==> src/hdl/dpram_host_pkg.sv <==
// Package of constants and types for the dual-port SRAM host controller.
package dpram_host_pkg;

  // ----------------------------------------------------------------
  // Geometry of the attached memory.
  // ----------------------------------------------------------------
  localparam int ADDR_W     = 12;   // 4K words.
  localparam int DATA_W     = 8;    // Eight-bit words.
  localparam int FLAG_SEL_W = 3;    // Eight semaphore latches.

  // ----------------------------------------------------------------
  // Timing of the attached memory, in nanoseconds, and in cycles.
  // ----------------------------------------------------------------
  localparam int CLK_PERIOD_NS            = 100;
  localparam int ACCESS_TIME_NS           = 15;  // Select to data valid.
  localparam int ENABLE_TO_DATA_NS        = 10;  // Output enable to data valid.
  localparam int WRITE_PULSE_MIN_NS       = 12;
  localparam int WRITE_TO_OUTPUT_OFF_NS   = 10;
  localparam int DATA_SETUP_TO_WRITE_END_NS = 10;
  localparam int FLAG_UPDATE_PULSE_MIN_NS = 10;
  localparam int FLAG_WRITE_TO_READ_MIN_NS = 5;

  // Least times round up to whole cycles, never below one.
  function automatic int ns_to_cycles(input int ns);
    int c;
    c = (ns + CLK_PERIOD_NS - 1) / CLK_PERIOD_NS;
    return (c < 1) ? 1 : c;
  endfunction

  localparam int READ_CYC = ns_to_cycles((ACCESS_TIME_NS > ENABLE_TO_DATA_NS) ?
                                         ACCESS_TIME_NS : ENABLE_TO_DATA_NS);
  localparam int WRITE_CYC = ns_to_cycles(
    (WRITE_PULSE_MIN_NS > WRITE_TO_OUTPUT_OFF_NS + DATA_SETUP_TO_WRITE_END_NS) ?
    WRITE_PULSE_MIN_NS : WRITE_TO_OUTPUT_OFF_NS + DATA_SETUP_TO_WRITE_END_NS);
  localparam int GAP_CYC = ns_to_cycles(
    (FLAG_UPDATE_PULSE_MIN_NS > FLAG_WRITE_TO_READ_MIN_NS) ?
    FLAG_UPDATE_PULSE_MIN_NS : FLAG_WRITE_TO_READ_MIN_NS);

  localparam logic [3:0] CNT_ONE = 4'h1;

  // ----------------------------------------------------------------
  // Sequencer states.
  // ----------------------------------------------------------------
  typedef enum logic [2:0] {
    ST_IDLE  = 3'b000,
    ST_SETUP = 3'b001,
    ST_READ  = 3'b010,
    ST_WRITE = 3'b011,
    ST_GAP   = 3'b100
  } seq_t;

endpackage : dpram_host_pkg

==> src/hdl/cycle_timer.sv <==
// Down-counter that paces each phase of one pin access.
`timescale 1ns/1ns
module cycle_timer
(
  input  wire logic       clk,
  input  wire logic       srst,
  input  wire logic       ce,
  input  wire logic       load,   // Start a new count.
  input  wire logic [3:0] value,  // Cycles to count.
  output logic            done    // High once the count has run out.
);

  logic [3:0] count;  // Cycles left in this phase.

  // ----------------------------------------------------------------
  // Counter.
  // ----------------------------------------------------------------
  // Loading takes priority so that back to back phases never overlap.
  always_ff @(posedge clk)
  begin
    if (srst)
      count <= 4'h0;
    else if (ce)
    begin
      if (load)
        count <= value;
      else if (count != 4'h0)
        count <= count - 4'h1;
    end
  end

  assign done = (count == 4'h0);

endmodule // cycle_timer

==> src/hdl/dpram_host.sv <==
// Host controller driving one port of an asynchronous dual-port SRAM.
//
// What this block does
// - Write line high while address changes.
// - Write pulse covers turn-off plus setup.
// - Masters avoid same location simultaneously; left to the user, no arbitration here.
// - Drive data only after outputs off.
// - Read asserts select and enable, waits.
// - Semaphore access uses semaphore select instead.
// - Deassert after flag write before read.
// - Low three address bits pick latch.
// - Write zero requests, read zero owns.
// - Never both selects low together.
`timescale 1ns/1ns
module dpram_host
  import dpram_host_pkg::*;
(
  input  wire logic                                 CLOCK,
  input  wire logic                                 SRST,
  input  wire logic                                 CLK_EN,
  input  wire logic                                 REQ_VALID,   // User request pulse.
  input  wire logic                                 REQ_WRITE,   // 1 write, 0 read.
  input  wire logic                                 REQ_FLAG,    // 1 semaphore, 0 memory.
  input  wire logic [dpram_host_pkg::ADDR_W-1:0]    REQ_ADDR,
  input  wire logic [dpram_host_pkg::DATA_W-1:0]    REQ_WDATA,
  output logic                                      REQ_READY,
  output logic                                      RSP_VALID,   // One-cycle pulse.
  output logic [dpram_host_pkg::DATA_W-1:0]         RSP_RDATA,
  output logic                                      CHIP_SELECT_N,
  output logic                                      SEMAPHORE_SELECT_N,
  output logic                                      OUTPUT_ENABLE_N,
  output logic                                      READ_WRITE_N,
  output logic [dpram_host_pkg::ADDR_W-1:0]         MEM_ADDR,
  output logic [dpram_host_pkg::DATA_W-1:0]         DATA_OUT,
  output logic                                      DATA_OE,
  input  wire logic [dpram_host_pkg::DATA_W-1:0]    DATA_IN
);

  // ----------------------------------------------------------------
  // Declarations.
  // ----------------------------------------------------------------
  seq_t                 state;       // Sequencer state.
  seq_t                 next_state;  // Sequencer next state.
  logic                 is_write;    // Latched request kind.
  logic                 is_flag;     // Latched semaphore access.
  logic [DATA_W-1:0]    din_meta;    // First synchroniser stage.
  logic [DATA_W-1:0]    din_sync;    // Second synchroniser stage.
  logic                 timer_load;  // Starts a phase count.
  logic [3:0]           timer_value; // Length of that phase.
  logic                 timer_done;  // Phase has run its length.
  logic                 take;        // Request accepted this cycle.

  assign take = REQ_VALID && REQ_READY;

  // Phase timer; the sequencer only advances when its phase is done.
  cycle_timer u_timer
  (
    .clk   (CLOCK),
    .srst  (SRST),
    .ce    (CLK_EN),
    .load  (timer_load),
    .value (timer_value),
    .done  (timer_done)
  );

  // ----------------------------------------------------------------
  // Data pin synchroniser.
  // ----------------------------------------------------------------
  // The pins are asynchronous to CLOCK, so two stages guard the capture.
  always_ff @(posedge CLOCK)
  begin
    if (SRST)
    begin
      din_meta <= 8'h00;
      din_sync <= 8'h00;
    end
    else if (CLK_EN)
    begin
      din_meta <= DATA_IN;
      din_sync <= din_meta;
    end
  end

  // ----------------------------------------------------------------
  // Sequencer next state.
  // ----------------------------------------------------------------
  // The read phase is two cycles longer than the access time to cover
  // the two synchroniser stages.
  always_comb
  begin
    next_state  = state;
    timer_load  = 1'b0;
    timer_value = 4'h0;
    unique case (state)
      ST_IDLE:
      begin
        if (take)
        begin
          next_state  = ST_SETUP;
          timer_load  = 1'b1;
          timer_value = CNT_ONE;
        end
      end
      ST_SETUP:
      begin
        // Address has settled with the write line high.
        if (timer_done)
        begin
          next_state  = is_write ? ST_WRITE : ST_READ;
          timer_load  = 1'b1;
          timer_value = is_write ? 4'(WRITE_CYC) : 4'(READ_CYC + 2);
        end
      end
      ST_READ, ST_WRITE:
      begin
        if (timer_done)
        begin
          next_state  = ST_GAP;
          timer_load  = 1'b1;
          timer_value = 4'(GAP_CYC);
        end
      end
      ST_GAP:
      begin
        if (timer_done)
          next_state = ST_IDLE;
      end
    endcase
  end

  // ----------------------------------------------------------------
  // Sequencer state register.
  // ----------------------------------------------------------------
  always_ff @(posedge CLOCK)
  begin
    if (SRST)
      state <= ST_IDLE;
    else if (CLK_EN)
      state <= next_state;
  end

  // ----------------------------------------------------------------
  // Request capture.
  // ----------------------------------------------------------------
  // Address and data are latched once so they cannot move mid access.
  always_ff @(posedge CLOCK)
  begin
    if (SRST)
    begin
      is_write <= 1'b0;
      is_flag  <= 1'b0;
      MEM_ADDR <= 12'h000;
      DATA_OUT <= 8'h00;
    end
    else if (CLK_EN && take)
    begin
      is_write <= REQ_WRITE;
      is_flag  <= REQ_FLAG;
      // Semaphores only look at the low three bits; upper ones cleared.
      MEM_ADDR <= REQ_FLAG ? {9'h000, REQ_ADDR[FLAG_SEL_W-1:0]} : REQ_ADDR;
      // Only bit zero counts for a flag: zero requests, one releases.
      DATA_OUT <= REQ_FLAG ? {7'h00, REQ_WDATA[0]} : REQ_WDATA;
    end
  end

  // ----------------------------------------------------------------
  // Pin drive.
  // ----------------------------------------------------------------
  // Address changes only in IDLE, where the write line is already high.
  always_ff @(posedge CLOCK)
  begin
    if (SRST)
    begin
      CHIP_SELECT_N      <= 1'b1;
      SEMAPHORE_SELECT_N <= 1'b1;
      OUTPUT_ENABLE_N    <= 1'b1;
      READ_WRITE_N       <= 1'b1;
      DATA_OE            <= 1'b0;
    end
    else if (CLK_EN)
    begin
      // At most one select at a time; memory or semaphore.
      CHIP_SELECT_N      <= !((next_state == ST_READ || next_state == ST_WRITE) && !is_flag);
      SEMAPHORE_SELECT_N <= !((next_state == ST_READ || next_state == ST_WRITE) && is_flag);
      // Read holds enable low for the whole access; released in GAP.
      OUTPUT_ENABLE_N    <= !(next_state == ST_READ);
      // Write line low only inside WRITE, never across an address move.
      READ_WRITE_N       <= !(next_state == ST_WRITE);
      // Output enable is high during writes, so the device is already off.
      DATA_OE            <= (next_state == ST_WRITE);
    end
  end

  // ----------------------------------------------------------------
  // Response path.
  // ----------------------------------------------------------------
  always_ff @(posedge CLOCK)
  begin
    if (SRST)
    begin
      RSP_VALID <= 1'b0;
      RSP_RDATA <= 8'h00;
      REQ_READY <= 1'b0;
    end
    else if (CLK_EN)
    begin
      RSP_VALID <= (state == ST_READ || state == ST_WRITE) && timer_done;
      // Sample the synchronised pins at the end of the read phase.
      if (state == ST_READ && timer_done)
        RSP_RDATA <= din_sync;
      REQ_READY <= (next_state == ST_IDLE) && !take;
    end
  end
endmodule // dpram_host

==> config.mk <==
export PLATFORM = sky130hd
export DESIGN_NAME = dpram_host
export DESIGN_NICKNAME = d
export VERILOG_FILES = /design/src/hdl/dpram_host_pkg.sv /design/src/hdl/cycle_timer.sv /design/src/hdl/dpram_host.sv
export SDC_FILE = /design/constraint.sdc
export NUM_CORES = 1
export LEC_CHECK = 0
export BUFFER_PORTS_ARGS = -buffer_cell sky130_fd_sc_hd__buf_2
export CORE_AREA = 2 2 55 96
export CTS_BUF_LIST = sky130_fd_sc_hd__clkbuf_8
export DETAILED_ROUTE_END_ITERATION = 16
export DIE_AREA = 0 0 57 98
export PLACE_DENSITY = 0.81
export SLEW_MARGIN = 25
export SYNTH_ARGS = -nofsm -noshare
export SYNTH_HDL_FRONTEND = slang
export SYNTH_SLANG_ARGS = --single-unit
==> constraint.sdc <==
create_clock -name CLOCK -period 2.1 [get_ports CLOCK]
set_input_delay 0.42 -clock CLOCK [delete_from_list [all_inputs] [get_ports CLOCK]]
set_output_delay 0.42 -clock CLOCK [all_outputs]
set_load 0.01 [all_outputs]
==> metrics.csv, run 1 <==
stage,metric,value,unit
run_status,status,"complete, no violations",
finish,"Core Util, Final",62.3,%
floorplanning,Core Rows,34,
sta,"Hold Violations, Final",0,
power_and_ir_drop,Sw Ratio,29.7,%
worst_setup_path,critical path class,reg2reg,
detailed_routing,Vias,2179,
worst_hold_path,Hold Path Class,in2reg,
worst_setup_path,worst path cell trace,"inv_1, ha_1, or3b_1, buf_4, nor3b_2, buf_4, mux2i_1, nor2_1",
floorplanning,Die Ht,98,µm
power_and_ir_drop,Combinational Power Share,22.8,%
power_and_ir_drop,Peak VDD IR,0.717,mV
sta,max-slew violations,0,
worst_setup_path,"Buf+Inv Stages, Crit Path",3,
synth,"Avg Cell Area, Syn",8.96,µm²
worst_setup_path,CP peak stage delay,380,ps
finish,final net count,379,
sta,part of the cycle the worst path needs,90.7,%
sta,setup ws final,194,ps
synth,post-synth top area cell,dfxtp_1,
clock_network,total CTS buffers,9,
worst_setup_path,worst endpoint required time,2300,ps
sta,setup TNS,0,ps
place,dpl hpwl,3850,µm
place,GPL Wtd Cong,0.903,
detailed_routing,Final ANT Viol Nets,0,
worst_setup_path,CP endpoint kind,flop,
place,Area after DPL,2850,µm²
grt,vias in the first global route,2068,
synth,top-count cell post-synth,dfxtp_1,
clock_network,Max clock buf depth,2,
synth,share of flip-flops with an asynchronous set or reset,0,%
sta,endpoints failing setup,0,
floorplanning,Ports,69,
detailed_routing,Routed WL,5360,µm
power_and_ir_drop,clock network fraction of design power,31.1,%
synth,"EDFF count, synth",0,
worst_setup_path,"Top cell by count, worst path",buf_4,
floorplanning,die width,57,µm
finish,share of post-route cells with drive strength above 1,27.7,%
synth,Mapped Cells,274,
grt,gr usage total,19.9,%
clock_network,# H-tree levels,3,
sta,minimum clock period,1910,ps
worst_setup_path,Crit-path slowest cell,or3b_1,
synth,share of the yosys chip area belonging to registers,48.9,%
finish,Antenna Cells,0,
clock_network,hold buffers post-CTS,0,
detailed_routing,vias per inst,5.43,
clock_network,Clock transition at path regs,60,ps
clock_network,clk_lat worst skew,330,ps
detailed_routing,first-pass detailed-route iteration total,4,
worst_setup_path,worst r2r path cells,8,
finish,area grow syn2layout,23.0,%
worst_setup_path,instance count on the critical path,8,
synth,share of the synthesized area in the top cell type,48.9,%
synth,synth warn,0,
worst_setup_path,critical path launch point type,flop,
sta,clk_skew,15.1,ps
worst_hold_path,Hold Crit Depth,3,
synth,Synth top cells by count,"60 x dfxtp_1, 35 x nand2_1, 34 x nor2_1, 31 x a21oi_1, 26 x mux2i_1",
clock_network,CTS resizes,0,
finish,# fillers,443,
sta,Slew headroom,59.7,%
power_and_ir_drop,LEAKAGE,1.31,nW
detailed_routing,DR iter-0 viols,53,
grt,largest net degree at the start of global routing,28,
clock_network,CTS tree,built,
power_and_ir_drop,Power Internal,1.99,mW
detailed_routing,DR WL/cell,13.4,µm
synth,main flop type after synthesis,dfxtp_1,
synth,Cell variety after synth,43,
grt,first-pass GRT wire length,9020,µm
floorplanning,area of the die,5590,µm²
power_and_ir_drop,NetSw,0.840,mW
clock_network,clock sink count,60,
floorplanning,initial core utilization,50.6,%
floorplanning,Core Area,4850,µm²
run,max-cap violations,0,
power_and_ir_drop,sequential share of power,46.1,%
synth,"FF+latch count, synth",60,
worst_setup_path,crit path max fanout,8,
finish,post-route cell area,3020,µm²
sta,Slew @ Worst Pin,604,ps
sta,RSZ-0062 raised after global routing,no,
worst_setup_path,CP Data Arrival Time,2110,ps
sta,Achievable Freq,0.525,GHz
synth,Netlist Area Pre-Place,2450,µm²
place,Place WS,195,ps
grt,initial antenna violation count,0,
clock_network,Root Driver,clkbuf_8,
place,Port Buf Inserts,68,
worst_setup_path,"delay-heaviest family, CP",simple AND/OR/NAND/NOR gates,
synth,ranking of synthesized cells by area,"dfxtp_1 49%, mux2i_1 11%, a21oi_1 6.3%",
grt,grt ovf,0,
clock_network,post-CTS setup repair buffer count,0,
power_and_ir_drop,total power,2.83,mW
detailed_routing,DRC Markers,0,
power_and_ir_drop,PD cells,936,nW/µm²
synth,syn_nets,310,
[through the flow]
step	cells	hold WS [ps]
2_1_floorplan	274	445
3_3_place_gp	386	435
4_1_cts	401	323
6_report	401	336
3_5_place_dp	386	441
5_1_grt	401	332
[power groups by stage]
| stage | registers (mW) | logic, mW | clock network [mW] |
|---|---|---|---|
| after floorplan | 1.31 | 0.490 | 0 |
| after global placement | 1.32 | 0.625 | 0 |
| after detailed placement | 1.33 | 0.646 | 0 |
| after CTS | 1.30 | 0.644 | 0.910 |
| after global routing | 1.32 | 0.725 | 0.949 |
| final | 1.30 | 0.645 | 0.880 |
[path summary, 6_finish.rpt]
path                                       start      endpoint  slack [ps]
worst min register to register       DATA_OUT[2]   DATA_OUT[2]         450
worst max register to register  u_timer.count[0]  RSP_RDATA[4]         190
worst min-delay path                  DATA_IN[0]   din_meta[0]         340
worst max-delay path            u_timer.count[0]  RSP_RDATA[4]         190
[metal layers]
layer  track usage, %  vias to the layer above  routed length [µm]
met2             33.9                       81                2810
met3             5.03                       16                 262
met5                0                        -                   0
li1                 -                     1089                   -
met4             10.2                        0                 131
met1             22.4                      993                2150
[placed cells by master, fill, tap and decap left out, types with 2 or more instances in the layout]
| master | instances |
|---|---|
| buf_2 | 68 |
| dfxtp_1 | 60 |
| buf_4 | 9 |
| o21a_1 | 2 |
| nor3b_1 | 3 |
| o21ai_0 | 5 |
| nand3b_1 | 17 |
| inv_1 | 8 |
| a21oi_1 | 31 |
| clkbuf_8 | 11 |
| o22ai_1 | 3 |
| mux2i_1 | 26 |
| clkinv_2 | 2 |
| nor2_1 | 34 |
| nor4_1 | 2 |
| nand2_1 | 35 |
| a22oi_1 | 2 |
| ha_1 | 2 |
| nor2b_1 | 2 |
| o211ai_1 | 2 |
[area by class of cell]
cell class	instances	area (µm²)	share of cell area (%)
Sequential cell	60	1200	39.8
Multi-Input combinational cell	188	1150	38.0
Timing Repair Buffer	77	408	13.5
Clock buffer	11	151	5.01
Tap cell	54	67.6	2.24
Inverter	7	26.3	0.870
Clock inverter	4	17.5	0.580
[logic make-up after synthesis]
| kind of cell | after synthesis | share of synthesized area [%] |
|---|---|---|
| DFF | 60 | 48.9 |
| and+or+nand+nor | 102 | 20.6 |
| muxes | 26 | 10.6 |
| xor gates and xnor gates | 1 | 0.357 |
| AOI/OAI and AO/OA | 57 | 14.0 |
| buffers and inverters | 26 | 4.48 |
| adders and majority gates | 2 | 1.02 |
[state kept, by name, summed over array words and instances, names as in the netlist, 3 cells and up]
name	cells
u_timer.count	4
RSP_RDATA	8
MEM_ADDR	12
state	3
din_meta	8
DATA_OUT	8
din_sync	8
[tightest hold or removal path, stage by stage]
cell and delay (ps):
buf_2 70, mux2i_1 60, nor2_1 70
(Power assumes the default switching activity.)
==> inputs of run 2 (changes only) <==
Settings changed: CORE_AREA 2 2 55 96 to 2 2 53 92, DIE_AREA 0 0 57 98 to 0 0 55 94, PLACE_DENSITY 0.81 to 0.87.
Clock period 2.1 ns to 2.34 ns, I/O delays scaled along.
==> metrics.csv, run 2 (synthesis gave the netlist of run 1 again) <==
stage,metric,value,unit,change
floorplanning,area of the die,5170,µm²,was 5590 µm²
finish,Antenna Cells,0,,unchanged
sta,RSZ-0062 raised after global routing,no,,unchanged
worst_setup_path,reg2reg setup slack,330,ps,was 190 ps
worst_hold_path,Hold Path Class,in2reg,,unchanged
finish,"Core Util, Final",68.6,%,was 62.3%
floorplanning,initial core utilization,55.7,%,was 50.6%
clock_network,total CTS buffers,9,,unchanged
power_and_ir_drop,PD cells,868,nW/µm²,was 936 nW/µm²
clock_network,post-CTS setup repair buffer count,0,,unchanged
worst_setup_path,Critical Path Source,u_timer.count[0],,unchanged
detailed_routing,vias per inst,5.56,,was 5.43
sta,max-slew violations,0,,unchanged
sta,setup TNS,0,ps,unchanged
clock_network,CTS tree,built,,unchanged
place,GPL Wtd Cong,0.917,,was 0.903
detailed_routing,Routed WL,5730,µm,was 5360 µm
clock_network,Max clock buf depth,2,,unchanged
sta,Achievable Freq,0.497,GHz,was 0.525 GHz
floorplanning,Core Area,4400,µm²,was 4850 µm²
place,Port Buf Inserts,68,,unchanged
clock_network,clock sink count,60,,unchanged
worst_setup_path,worst endpoint required time,2560,ps,was 2300 ps
sta,Slew headroom,63.7,%,was 59.7%
finish,area grow syn2layout,23.1,%,was 23.0%
run_status,status,"complete, no violations",,unchanged
sta,clk_skew,6.19,ps,was 15.1 ps
worst_setup_path,worst path cell trace,"inv_1, ha_1, or3b_1, o21ai_1, or3b_4, a32o_2",,"was inv_1, ha_1, or3b_1, buf_4, nor3b_2, buf_4, mux2i_1, nor2_1"
clock_network,Root Driver,clkbuf_8,,unchanged
grt,grt ovf,0,,unchanged
finish,post-route cell area,3020,µm²,about the same
floorplanning,Core Rows,32,,was 34
place,Area after DPL,2830,µm²,was 2850 µm²
finish,"most common cell after layout, fill and taps aside",buf_2,,unchanged
place,dpl hpwl,4040,µm,was 3850 µm
worst_setup_path,critical path launch point type,flop,,unchanged
grt,vias in the first global route,2117,,was 2068
clock_network,CTS resizes,0,,unchanged
worst_setup_path,worst r2r src,u_timer.count[0],,unchanged
worst_setup_path,FF-to-FF End,DATA_OE,,was RSP_RDATA[4]
power_and_ir_drop,LEAKAGE,1.30,nW,was 1.31 nW
worst_setup_path,CP Data Arrival Time,2240,ps,was 2110 ps
grt,initial antenna violation count,0,,unchanged
floorplanning,Ports,69,,unchanged
power_and_ir_drop,total power,2.62,mW,was 2.83 mW
floorplanning,die width,55,µm,was 57 µm
finish,share of post-route cells with drive strength above 1,27.8,%,was 27.7%
detailed_routing,DR WL/cell,14.5,µm,was 13.4 µm
detailed_routing,first-pass detailed-route iteration total,5,,was 4
finish,"commonest non-fill, non-tap cells in the layout","68 x buf_2, 60 x dfxtp_1, 35 x nand2_1",,unchanged
detailed_routing,DRC Markers,0,,unchanged
grt,gr usage total,24.3,%,was 19.9%
sta,part of the cycle the worst path needs,86.1,%,was 90.7%
detailed_routing,Vias,2200,,was 2179
floorplanning,Die Ht,94,µm,was 98 µm
finish,register with the most flip-flops,MEM_ADDR,,unchanged
finish,final net count,377,,was 379
sta,"Hold Violations, Final",0,,unchanged
grt,first-pass GRT wire length,9090,µm,was 9020 µm
worst_setup_path,CP peak stage delay,490,ps,was 380 ps
clock_network,Clock transition at path regs,70,ps,was 60 ps
power_and_ir_drop,Peak VDD IR,0.763,mV,was 0.717 mV
run,max-cap violations,0,,unchanged
clock_network,hold buffers post-CTS,0,,unchanged
finish,max FFs per register,12,,unchanged
clock_network,clk_lat worst skew,330,ps,about the same
grt,largest net degree at the start of global routing,24,,was 28
detailed_routing,Final ANT Viol Nets,0,,unchanged
sta,minimum clock period,2010,ps,was 1910 ps
worst_setup_path,termination of the worst setup path,DATA_OE,,was RSP_RDATA[4]
sta,Slew @ Worst Pin,543,ps,was 604 ps
worst_setup_path,worst r2r path cells,6,,was 8
detailed_routing,DR iter-0 viols,62,,was 53
sta,endpoints failing setup,0,,unchanged
finish,# fillers,381,,was 443
worst_setup_path,Crit-path slowest cell,or3b_1,,unchanged
worst_setup_path,critical path class,reg2reg,,unchanged
clock_network,# H-tree levels,3,,unchanged
worst_setup_path,CP endpoint kind,flop,,unchanged
worst_setup_path,crit path max fanout,8,,unchanged
==> run 2: cell count changes in the layout (fill, tap and decap cells not counted) <==
cell,change
clkbuf_8,-1
inv_1,-2
clkinvlp_4,+1
buf_4,-2
clkinv_2,+1
bufinv_16,+1
==> run 2: per-stage QoR <==
step | instances | hold slack (ps) | worst slack, ps
5_1_grt | 396 | 372 | 220
3_5_place_dp | 381 | 441 | 362
4_1_cts | 396 | 360 | 342
2_1_floorplan | 274 | 445 | 476
3_3_place_gp | 381 | 436 | 424
6_report | 396 | 369 | 326
==> run 2: critical path: cells and delay by family (launching register included) <==
kind	cells	cell delay [ps]
simple gates	2	890
buf+inv	1	110
fa+ha+maj	1	180
compound gates	2	390
flops	1	340
==> run 2: worst min path at each step <==
stage	from	to	cells after the start
2_1_floorplan	is_write	is_write	2
3_3_place_gp	DATA_OUT[6]	DATA_OUT[6]	2
3_5_place_dp	MEM_ADDR[6]	MEM_ADDR[6]	2
4_1_cts	REQ_ADDR[1]	MEM_ADDR[1]	3
5_1_grt	REQ_WRITE	is_write	3
6_report	REQ_ADDR[0]	MEM_ADDR[0]	3
==> run 2: area by class of cell <==
type,instances,area [µm²],area share [%]
Timing Repair Buffer,75,393,13.0
Inverter,7,26.3,0.869
Clock buffer,10,138,4.55
Sequential cell,60,1200,39.7
Multi-Input combinational cell,188,1150,38.0
Clock inverter,5,52.6,1.74
Tap cell,51,63.8,2.11
==> run 2: layer usage <==
metal | GRT usage [%] | part of all wire (%) | vias to the layer above | wire, µm
met5 | 0 | 0 | - | 0
met4 | 15.2 | 3.4 | 0 | 194
met3 | 5.57 | 4.9 | 17 | 282
met2 | 40.4 | 54 | 71 | 3110
met1 | 26.1 | 37 | 1033 | 2140
li1 | - | - | 1079 | -
==> run 2: report_power, final <==
group	internal, mW	switching (mW)
sequential	1.09	0.0825
combinational	0.239	0.311
clock	0.508	0.387
total	1.84	0.781
